<file path="src/rtl/pfh_pkg.sv">
/*
   shared constants, types and bus timing for the parallel flash host controller.
   assumes a single 25 MHz system clock and a flash part on an asynchronous pin bus.
*/
`default_nettype none

package pfh_pkg;

   // bus geometry
   localparam int ADDR_W = 19;        // word address lines
   localparam int DATA_W = 16;        // full data width in word mode
   localparam int BYTE_W = 8;         // low lane width

   // timing, printed figures in ns and derived clock counts
   localparam int CLK_PERIOD_NS = 40;
   localparam int T_ACCESS_NS = 70;   // output gate low to data valid
   localparam int T_WR_PULSE_NS = 45; // write strobe low width
   localparam int SYNC_STAGES = 2;
   localparam int ACC_RAW = (T_ACCESS_NS + CLK_PERIOD_NS - 1) / CLK_PERIOD_NS;
   localparam int ACC_CYC = (ACC_RAW < 1) ? 1 : ACC_RAW;
   localparam int WR_RAW = (T_WR_PULSE_NS + CLK_PERIOD_NS - 1) / CLK_PERIOD_NS;
   localparam int WR_CYC = (WR_RAW < 1) ? 1 : WR_RAW;
   localparam int RD_CYC = ACC_CYC + SYNC_STAGES;   // gate low until synced data is usable

   localparam int CNT_W = 4;
   localparam logic [CNT_W-1:0] CNT_ZERO = 4'h0;
   localparam logic [CNT_W-1:0] CNT_ONE = 4'h1;
   localparam logic [CNT_W-1:0] RD_LAST = 4'(RD_CYC - 1);
   localparam logic [CNT_W-1:0] WR_LAST = 4'(WR_CYC - 1);
   localparam logic [BYTE_W-1:0] UPPER_ZERO = 8'h00;

   // one user request: byte address in 8-bit mode (bit 0 picks the byte), word address in the low ADDR_W bits in word mode
   typedef struct packed {
      logic isWrite;
      logic [ADDR_W:0] addr;
      logic [DATA_W-1:0] data;
   } pfh_req_s;

   // control strobes and address lines toward the flash
   typedef struct packed {
      logic chipSelN;
      logic outGateN;
      logic wrStrobeN;
      logic [ADDR_W-1:0] addrLines;
   } pfh_bus_s;

   typedef enum logic [2:0] {
      ST_IDLE,
      ST_RD_SETUP,
      ST_RD_WAIT,
      ST_WR_SETUP,
      ST_WR_PULSE,
      ST_WR_HOLD
   } pfh_state_e;

endpackage

`default_nettype wire

</file>
<file path="src/rtl/pfh_sync2.sv">
/*
   two-flop level synchroniser of parameterised width.
   assumes the input may change at any time relative to clk_sys.
*/
`default_nettype none

module pfh_sync2 #(
   parameter int WIDTH = 1
) (
   input wire logic clk_sys,
   input wire logic rst,
   input wire logic [WIDTH-1:0] asyncIn,
   output logic [WIDTH-1:0] syncOut
);

   logic [WIDTH-1:0] stage1_q;

   // first stage feeds only the second stage, to contain metastability
   always_ff @(posedge clk_sys or posedge rst) begin
      if (rst) begin
         stage1_q <= '0;
         syncOut <= '0;
      end else begin
         stage1_q <= asyncIn;
         syncOut <= stage1_q;
      end
   end

endmodule // pfh_sync2

`default_nettype wire

</file>
<file path="src/rtl/pfh_host.sv">
/*
   host controller for a parallel boot-block flash: turns user read and command
   write requests into chip select, output gate and write strobe cycles.
   assumes the flash pins are joined outside from the out/oe/in triples and that
   the ready/busy line has its pull-up outside.
*/
`default_nettype none

module pfh_host (
   input wire logic clk_sys,
   input wire logic rst,
   input wire logic reqValid,
   output logic reqReady,
   input wire pfh_pkg::pfh_req_s req,
   input wire logic byteMode,
   input wire logic flashReset,
   output logic rspValid,
   output logic [pfh_pkg::DATA_W-1:0] rspData,
   output logic busy,
   output pfh_pkg::pfh_bus_s bus,
   output logic wordSel,
   input wire logic [pfh_pkg::BYTE_W-1:0] lowLaneIn,
   output logic [pfh_pkg::BYTE_W-1:0] lowLaneOut,
   output logic lowLaneOe,
   input wire logic [6:0] upperLaneIn,
   output logic [6:0] upperLaneOut,
   output logic upperLaneOe,
   input wire logic topDataIn,
   output logic topDataOut,
   output logic topDataOe,
   input wire logic readyBusyN,
   output logic resetUnprotectN
);

   ////////////////////////////////////////////////////////////////////////////
   // pin input synchronisers

   logic [pfh_pkg::DATA_W-1:0] pinData;
   logic [pfh_pkg::DATA_W-1:0] dataSync;
   logic busySync;

   assign pinData = {topDataIn, upperLaneIn, lowLaneIn};

   pfh_sync2 #(.WIDTH(pfh_pkg::DATA_W)) uDataSync (
      .clk_sys(clk_sys),
      .rst(rst),
      .asyncIn(pinData),
      .syncOut(dataSync)
   );

   pfh_sync2 #(.WIDTH(1)) uRbSync (
      .clk_sys(clk_sys),
      .rst(rst),
      .asyncIn(!readyBusyN), // inverted ahead of the flops so reset reads as not busy
      .syncOut(busySync)
   );

   ////////////////////////////////////////////////////////////////////////////
   // request decode

   pfh_pkg::pfh_state_e state_q, state_d;
   logic [pfh_pkg::CNT_W-1:0] cnt_q, cnt_d;
   pfh_pkg::pfh_req_s cur_q, cur_d;
   logic modeByte_q, modeByte_d;
   logic take;
   logic rdDone;
   logic [pfh_pkg::ADDR_W-1:0] addrSel;
   logic [pfh_pkg::DATA_W-1:0] rdWord;

   // width is latched per request so it never changes mid-cycle
   assign take = reqValid && reqReady;
   assign addrSel = modeByte_d ? cur_d.addr[pfh_pkg::ADDR_W:1] :
                                 cur_d.addr[pfh_pkg::ADDR_W-1:0];
   assign rdDone = (state_q == pfh_pkg::ST_RD_WAIT) && (cnt_q == pfh_pkg::RD_LAST);
   // in byte mode the upper bits carry nothing, so they are forced to zero
   assign rdWord = modeByte_q ? {pfh_pkg::UPPER_ZERO, dataSync[pfh_pkg::BYTE_W-1:0]} :
                                dataSync;

   ////////////////////////////////////////////////////////////////////////////
   // bus sequencer: next state

   always_comb begin
      state_d = state_q;
      cnt_d = cnt_q + pfh_pkg::CNT_ONE;
      cur_d = cur_q;
      modeByte_d = modeByte_q;
      unique case (state_q)
         pfh_pkg::ST_IDLE: begin
            if (take) begin
               cur_d = req;
               modeByte_d = byteMode;
               state_d = req.isWrite ? pfh_pkg::ST_WR_SETUP : pfh_pkg::ST_RD_SETUP;
            end
         end
         pfh_pkg::ST_RD_SETUP: begin
            cnt_d = pfh_pkg::CNT_ZERO;
            state_d = pfh_pkg::ST_RD_WAIT;
         end
         pfh_pkg::ST_RD_WAIT: begin
            if (rdDone) begin
               state_d = pfh_pkg::ST_IDLE;
            end
         end
         pfh_pkg::ST_WR_SETUP: begin
            cnt_d = pfh_pkg::CNT_ZERO;
            state_d = pfh_pkg::ST_WR_PULSE;
         end
         pfh_pkg::ST_WR_PULSE: begin
            if (cnt_q == pfh_pkg::WR_LAST) begin
               state_d = pfh_pkg::ST_WR_HOLD;
            end
         end
         pfh_pkg::ST_WR_HOLD: begin
            state_d = pfh_pkg::ST_IDLE;
         end
      endcase
   end

   ////////////////////////////////////////////////////////////////////////////
   // registered pin values, decoded from the next state

   logic inRd, inWr, gateOn, strobeOn;
   pfh_pkg::pfh_bus_s bus_d;

   assign inRd = (state_d == pfh_pkg::ST_RD_SETUP) || (state_d == pfh_pkg::ST_RD_WAIT);
   assign inWr = (state_d == pfh_pkg::ST_WR_SETUP) || (state_d == pfh_pkg::ST_WR_PULSE) ||
                 (state_d == pfh_pkg::ST_WR_HOLD);
   assign gateOn = (state_d == pfh_pkg::ST_RD_WAIT);
   assign strobeOn = (state_d == pfh_pkg::ST_WR_PULSE);
   // chip select frames the whole cycle; setup and hold keep address steady
   assign bus_d.chipSelN = !(inRd || inWr);
   assign bus_d.outGateN = !gateOn;
   assign bus_d.wrStrobeN = !strobeOn;
   assign bus_d.addrLines = addrSel;

   // the flops that drive the pins and the user answer
   always_ff @(posedge clk_sys or posedge rst) begin
      if (rst) begin
         state_q <= pfh_pkg::ST_IDLE;
         cnt_q <= pfh_pkg::CNT_ZERO;
         cur_q <= '0;
         modeByte_q <= 1'b0;
         bus <= '{chipSelN: 1'b1, outGateN: 1'b1, wrStrobeN: 1'b1, addrLines: '0};
         reqReady <= 1'b0;
         rspValid <= 1'b0;
         rspData <= '0;
         busy <= 1'b0;
         resetUnprotectN <= 1'b0;
         wordSel <= 1'b1;
      end else begin
         state_q <= state_d;
         cnt_q <= cnt_d;
         cur_q <= cur_d;
         modeByte_q <= modeByte_d;
         bus <= bus_d;
         reqReady <= (state_d == pfh_pkg::ST_IDLE);
         rspValid <= rdDone || (state_q == pfh_pkg::ST_WR_HOLD);
         rspData <= rdDone ? rdWord : '0;
         busy <= busySync;
         resetUnprotectN <= !flashReset;
         wordSel <= !modeByte_d;
      end
   end

   ////////////////////////////////////////////////////////////////////////////
   // data lane drivers: driven only while a command write runs, the top pin also throughout byte mode

   // lanes stay released outside writes, except the top pin in byte mode, so a read never meets our drive
   always_ff @(posedge clk_sys or posedge rst) begin
      if (rst) begin
         lowLaneOut <= '0;
         lowLaneOe <= 1'b0;
         upperLaneOut <= '0;
         upperLaneOe <= 1'b0;
         topDataOut <= 1'b0;
         topDataOe <= 1'b0;
      end else begin
         lowLaneOut <= cur_d.data[pfh_pkg::BYTE_W-1:0];
         lowLaneOe <= inWr;
         upperLaneOut <= cur_d.data[pfh_pkg::DATA_W-2:pfh_pkg::BYTE_W];
         upperLaneOe <= inWr && !modeByte_d;
         // in byte mode the top pin is the byte address and always driven
         topDataOut <= modeByte_d ? cur_d.addr[0] : cur_d.data[pfh_pkg::DATA_W-1];
         topDataOe <= modeByte_d || inWr;
      end
   end
endmodule // pfh_host

`default_nettype wire

</file>
<file path="config.mk">
export PLATFORM = sky130hd
export DESIGN_NAME = pfh_host
export DESIGN_NICKNAME = d
export VERILOG_FILES = /design/src/rtl/pfh_pkg.sv /design/src/rtl/pfh_sync2.sv /design/src/rtl/pfh_host.sv
export SDC_FILE = /design/constraint.sdc
export NUM_CORES = 1
export LEC_CHECK = 0
export ABC_AREA = 1
export BUFFER_PORTS_ARGS = -buffer_cell sky130_fd_sc_hd__buf_2
export CAP_MARGIN = 40
export CELL_PAD_IN_SITES_DETAIL_PLACEMENT = 2
export CELL_PAD_IN_SITES_GLOBAL_PLACEMENT = 2
export CORE_MARGIN = 2
export CORE_UTILIZATION = 29
export CTS_BUF_LIST = sky130_fd_sc_hd__clkbuf_4 sky130_fd_sc_hd__clkbuf_8 sky130_fd_sc_hd__clkbuf_16
export DETAILED_ROUTE_END_ITERATION = 8
export PLACE_DENSITY = 0.8
export SETUP_SLACK_MARGIN = 0.1
export SLEW_MARGIN = 40
export SYNTH_ARGS = -nofsm -noshare
export SYNTH_HDL_FRONTEND = slang
export SYNTH_HIERARCHICAL = 1
export SYNTH_SLANG_ARGS = --single-unit
</file>
<file path="constraint.sdc">
create_clock -name clk_sys -period 2.8 [get_ports clk_sys]
set_input_delay 0.56 -clock clk_sys [delete_from_list [all_inputs] [get_ports clk_sys]]
set_output_delay 0.56 -clock clk_sys [all_outputs]
set_load 0.1 [all_outputs]
</file>
# Yosys cells after proc, flatten, opt, wreduce, memory -nomap -nowiden
# Index checks and enable logic that the tools add are counted.
dict set report totals {
  out_inout_bits 62
  regBits 140
  inputBits 59
}
dict set report classes {
  n_addsub 1
  mux 14
  eq_ne 12
  reduce_logical 18
}
# op count
set ops {}
lappend ops {{2-to-1 mux 36 bit} 2}
lappend ops {{2-to-1 mux 16 bit} 2}
lappend ops {{2-to-1 mux 19 bit} 1}
lappend ops {{case mux 3 bit (6 select lines)} 1}
lappend ops {{== test 3 x 2 -> 1 bit, second input constant} 4}
lappend ops {{== test 3 bit, second input constant} 4}
lappend ops {{2-to-1 mux 3 bit} 3}
lappend ops {{== test 3 x 1 -> 1 bit, second input constant} 2}
lappend ops {{zero test 1 bit} 6}
lappend ops {{zero test 3 bit} 2}
lappend ops {{logical OR 1 bit} 6}
lappend ops {{adder 4 x 1 -> 4 bit, second input constant} 1}
lappend ops {{== test 4 x 1 -> 1 bit, second input constant} 1}
lappend ops {{== test 4 x 2 -> 1 bit, second input constant} 1}
lappend ops {{2-to-1 mux 4 bit} 1}
lappend ops {{logical AND 1 bit} 3}
lappend ops {{2-to-1 mux 1 bit} 3}
lappend ops {{2-to-1 mux 2 bit} 1}
lappend ops {{OR reduction 2 bit} 1}

# Depth between registers and ports, before layout
dict set report logic_depth {
  ltp_word 9
  depth_mapped 10
  depth_no_buf 9
}

# Cells and area by module
# The synthesis kept the hierarchy.
# module instances area_each_um2 cells_per_inst
set by_module_without_submodules {}
lappend by_module_without_submodules {pfh_host 1 3560.9 383}
lappend by_module_without_submodules {{pfh_sync2 at uDataSync} 1 804.5 33}
lappend by_module_without_submodules {{pfh_sync2 at uRbSync} 1 53.8 3}

# Least setup slack after synthesis
# OpenSTA, ideal clock, no wires.
dict set report synth_path {
  path_type {reg-to-reg}
  startpoint {register reqReady}
  endpoint {register bus[10] in the netlist's numbering}
  arrival_time_ns 2.143
  t_required_ns 2.684
  setup_slack_ns 0.541
  path_stages_with_launch 10
  setup_time_ns 0.116
  path_cell_list {dfrtp_1 nand2_1 nor2_8 inv_2 buf_6 o21ai_4 inv_2 buf_6 nand2_1 nand2_1}
}
dict set report synth_via {
  elab_chain_len 4
}
# element line
set synth_lines {}
lappend synth_lines {{from (decl)} pfh_host.sv:13} ;# output logic reqReady,
lappend synth_lines {{from (signal assigned)} pfh_host.sv:156} ;# reqReady <= (state_d == pfh_pkg::ST_IDLE);
lappend synth_lines {{logical AND 1 bit} pfh_host.sv:71} ;# assign take = reqValid && reqReady;
lappend synth_lines {{2-to-1 mux 1 bit} pfh_host.sv:89} ;# if (take) begin
lappend synth_lines {{2-to-1 mux 1 bit} pfh_host.sv:87} ;# unique case (state_q)
lappend synth_lines {{named net modeByte_d} pfh_host.sv:64} ;# logic modeByte_q, modeByte_d;
lappend synth_lines {{2-to-1 mux 19 bit} pfh_host.sv:72} ;# assign addrSel = modeByte_d ? cur_d.addr[pfh_pkg::ADDR_W:1] :
lappend synth_lines {{named net addrSel, one bit} pfh_host.sv:67} ;# logic [pfh_pkg::ADDR_W-1:0] addrSel;
lappend synth_lines {{to (signal assigned)} pfh_host.sv:143} ;# bus <= '{chipSelN: 1'b1, outGateN: 1'b1, wrStrobeN: 1'b1, addrLines: '0};
lappend synth_lines {{to (signal assigned)} pfh_host.sv:155} ;# bus <= bus_d;
lappend synth_lines {{to (decl)} pfh_host.sv:20} ;# output pfh_pkg::pfh_bus_s bus,
# The timed path passes the listed nets, and every way through them passes these cells.

# Final worst setup path
dict set report layout_path {
  startpoint {register state_q[1]}
  endpoint {register bus[2] in the netlist's numbering}
}
dict set report layout_via {
  elab_chain_len 3
}
# element line
set layout_lines {}
lappend layout_lines {{from (decl)} pfh_host.sv:61} ;# pfh_pkg::pfh_state_e state_q, state_d;
lappend layout_lines {{from (signal assigned)} pfh_host.sv:139} ;# state_q <= pfh_pkg::ST_IDLE;
lappend layout_lines {{from (signal assigned)} pfh_host.sv:151} ;# state_q <= state_d;
lappend layout_lines {{zero test 3 bit *} pfh_host.sv:87}
lappend layout_lines {{2-to-1 mux 36 bit / 2-to-1 mux 1 bit (equally long branches)} pfh_host.sv:87}
lappend layout_lines {{2-to-1 mux 19 bit *} pfh_host.sv:72}
lappend layout_lines {{named net addrSel, one bit} pfh_host.sv:67}
# Mark *: on every way through the listed nets, which the timed path passes. The rest lies on a longest branch.

==> results.md <==
- Cts-stage hold buffer count: 0
- Reg-to-Reg End: bus[2]
- Highest cell delay on the worst timing path: 500 ps
- Setup Buffers After CTS: 0
- Num rows: 45
- Worst-Skew Late Latency: 410 ps
- Max_cap viols: 0
- Clock Tree Buf Depth: 2
- Pleak: 3.28 nW
- Library cells used by synthesis: 26
- Slowest CP cell: o21ai_4
- Clk sinks: 125
- IO Count: 121
- Initial DRT Pass Iterations: 4
- Worst slew pin tran: 648 ps
- Highest clock rate: 466 MHz
- Layout Cells excl Fill: 739
- Die height: 127 um
- Area fraction of the dominant cell type after synthesis: 68.5%
- Asr flop ratio synth: 100%
- Chip width: 127 um
- Via count: 3257
- Initial core utilization: 29.4%
- Reg-to-reg slack, setup: 650 ps
- Period Utilization, post-route: 76.7%
- Setup TNS: 0 ps
- Worst path buffer plus inverter count: 2
- Worst-path fanout max: 23
- Most used DFF post-synth: dfrtp_1
- Global Route Usage Sum: 15.8%
- Status: complete, no violations
- Nets@finish: 598
- Initial antenna violation count: 1
- Die area: 16200 sq um
- Sequential area share after synthesis: 70.9%
- Yosys reg bits: 125
- Largest net degree at the start of global routing: 37
- Most common cell in the netlist: nand2_1
- CP delay by family, top: simple AND/OR/NAND/NOR gates
- Vias per cell: 4.41
- DR iter-0 viols: 87
- Top cell type by total area after synthesis: dfrtp_1
- Post-placement cell count: 706
- Area Overhead vs Synth: 29.6%
- Count of final hold-check violations: 0
- Number of enable flip-flop cells after synthesis: 0
- PostCTS Resize Cnt: 0
- Setup crit start kind: flip-flop
- Rel. slew slack: 56.7%
- Routability congestion estimate: 0.733
- Setup Viol. Count Final: 0
- Synthesized area: 4420 sq um
- Core Box Area: 15000 sq um
- YS warnings: 6
- Worst Hold Class: in -> async
- Stages on the worst setup path: 8
- Setup CP Type: reg -> reg
- R2r startpoint: state_q[1]
- Final wirelength: 11900 um
- Drc violations: 0
- ANT nets after route: 0
- Syn avg cell area: 10.5 sq um
- Pwr Density: 717 nW/um^2
- H-Tree Depth: 4
- First-pass GRT wire length: 19300 um
- Vias in the first global route: 3788
- Layout cells sized above 1: 31.3%
- Worst EP required: 3100 ps
- Net count after synthesis: 480
- Critical Path End Type: flip-flop
- Critical Path AT: 2450 ps
- CP cell instances: nor2_2, nand2_2, nor2_8, inv_2, o21ai_4, inv_2, nand2_1, nand2_1
- DR WL/cell: 16.1 um
- RSZ-0062 raised after global routing: false
- TritonCTS clock tree: yes
- Worst-path clk slew: 60 ps
- Clk root buf: clkbuf_16
- Synth area leaders: dfrtp_1, nand2_1, buf_4
- Top cells by count, synth: nand2_1, dfrtp_1, inv_1
- GRT overflow: 0
- R2R cell count: 8
- I/O Buffers: 120
- Num CTS Buffers: 17
- Syn Inst Count: 419
- Post-DP HPWL: 8290 um
- Min cycle time layout: 2150 ps
- Slew Viols, Final: 0
- Clock Skew: 7.34 ps
- Maximum VDD drop: 448 uV
-- worst max-delay path by stage --
stage / from / to / slack (ps)
5_1_grt: state_q[1] / bus[14] / 450
3_5_place_dp: reqValid / bus[2] / 460
2_1_floorplan: reqReady / bus[10] / 540
4_1_cts: state_q[1] / bus[2] / 610
6_report: state_q[1] / bus[2] / 650
3_3_place_gp: reqValid / bus[4] / 640
-- layer usage --
layer / global-route usage (%) / vias to the layer above / routed length, um
li1: - / 1478 / -
met1: 16.6 / 1665 / 4530
met2: 28.2 / 93 / 6350
met3: 5.19 / 21 / 671
met4: 7.89 / 0 / 316
met5: 0 / - / 0
-- power by group --
part           total, mW  internal [mW]  leakage, nW  switching, mW
clock network       2.16           1.38        0.286          0.780
logic              0.104         0.0376         1.38         0.0662
registers           1.84           1.83         1.62        0.00791
-- worst register-to-register path, stage by stage (launching register included) --
cell,delay [ps]
dfrtp_1,450
nor2_2,200
nand2_2,120
nor2_8,110
inv_2,70
o21ai_4,500
inv_2,350
nand2_1,190
nand2_1,60
-- cell usage in the layout (no fill, tap or decap), drive strengths merged --
cell type	Yosys	layout
a21oi	2	2
diode	0	1
buf	26	126
nor3	1	1
nand4	2	2
clkinv	0	5
or2	1	1
bufinv	0	2
inv	30	29
ha	2	2
o21ai	2	2
a21boi	1	1
nor2	25	25
nand2	191	191
xor2	1	1
clkbuf	1	22
dfstp	4	4
nand3	8	8
clkinvlp	0	4
dfrtp	121	121
o31ai	1	1
-- registers in the layout (all words and copies together) (netlist names), 3 cells and up --
| signal | cells |
|---|---|
| upperLaneOut | 6 |
| rspData | 16 |
| cnt_q | 4 |
| bus | 22 |
| uDataSync/stage1_q | 16 |
| lowLaneOut | 7 |
| cur_q | 23 |
| uDataSync/syncOut | 16 |
| state_q | 3 |
-- area by class of cell --
type                            instances  area (sq um)
Antenna cell                            1          2.50
Clock buffer                           22           475
Clock inverter                         10           115
Fill cell                            1621          9310
Inverter                               30           116
Multi-Input combinational cell        237           980
Sequential cell                       125          3130
Tap cell                              188           235
Timing Repair Buffer                  126           671
-- cell families (layout without fill, tap and decap cells) --
| kind of cell | count (synthesis) | count (layout) | synth area share, % |
|---|---|---|---|
| other cells | 0 | 1 | 0 |
| simple gates | 228 | 228 | 20.3 |
| compound gates | 6 | 6 | 1.13 |
| xor+xnor | 1 | 1 | 0.198 |
| fa+ha+maj | 2 | 2 | 0.566 |
| flops | 125 | 125 | 70.9 |
| buf+inv | 57 | 188 | 6.94 |
-- metrics by stage --
stage | hold WS (ps) | area [sq um] | worst slack [ps] | power [mW] | util [%]
after detailed placement | 336 | 5130 | 460 | 1.98 | 34.2
after CTS | 9.67 | 5730 | 611 | 4.17 | 38.1
after global routing | 16.2 | 5730 | 454 | 4.26 | 38.1
final | 28.2 | 5730 | 653 | 4.11 | 38.1
after floorplan | 301 | 4420 | 541 | 1.91 | -
after global placement | 332 | 5130 | 637 | 1.98 | 34.2
(Power assumes the default switching activity.)
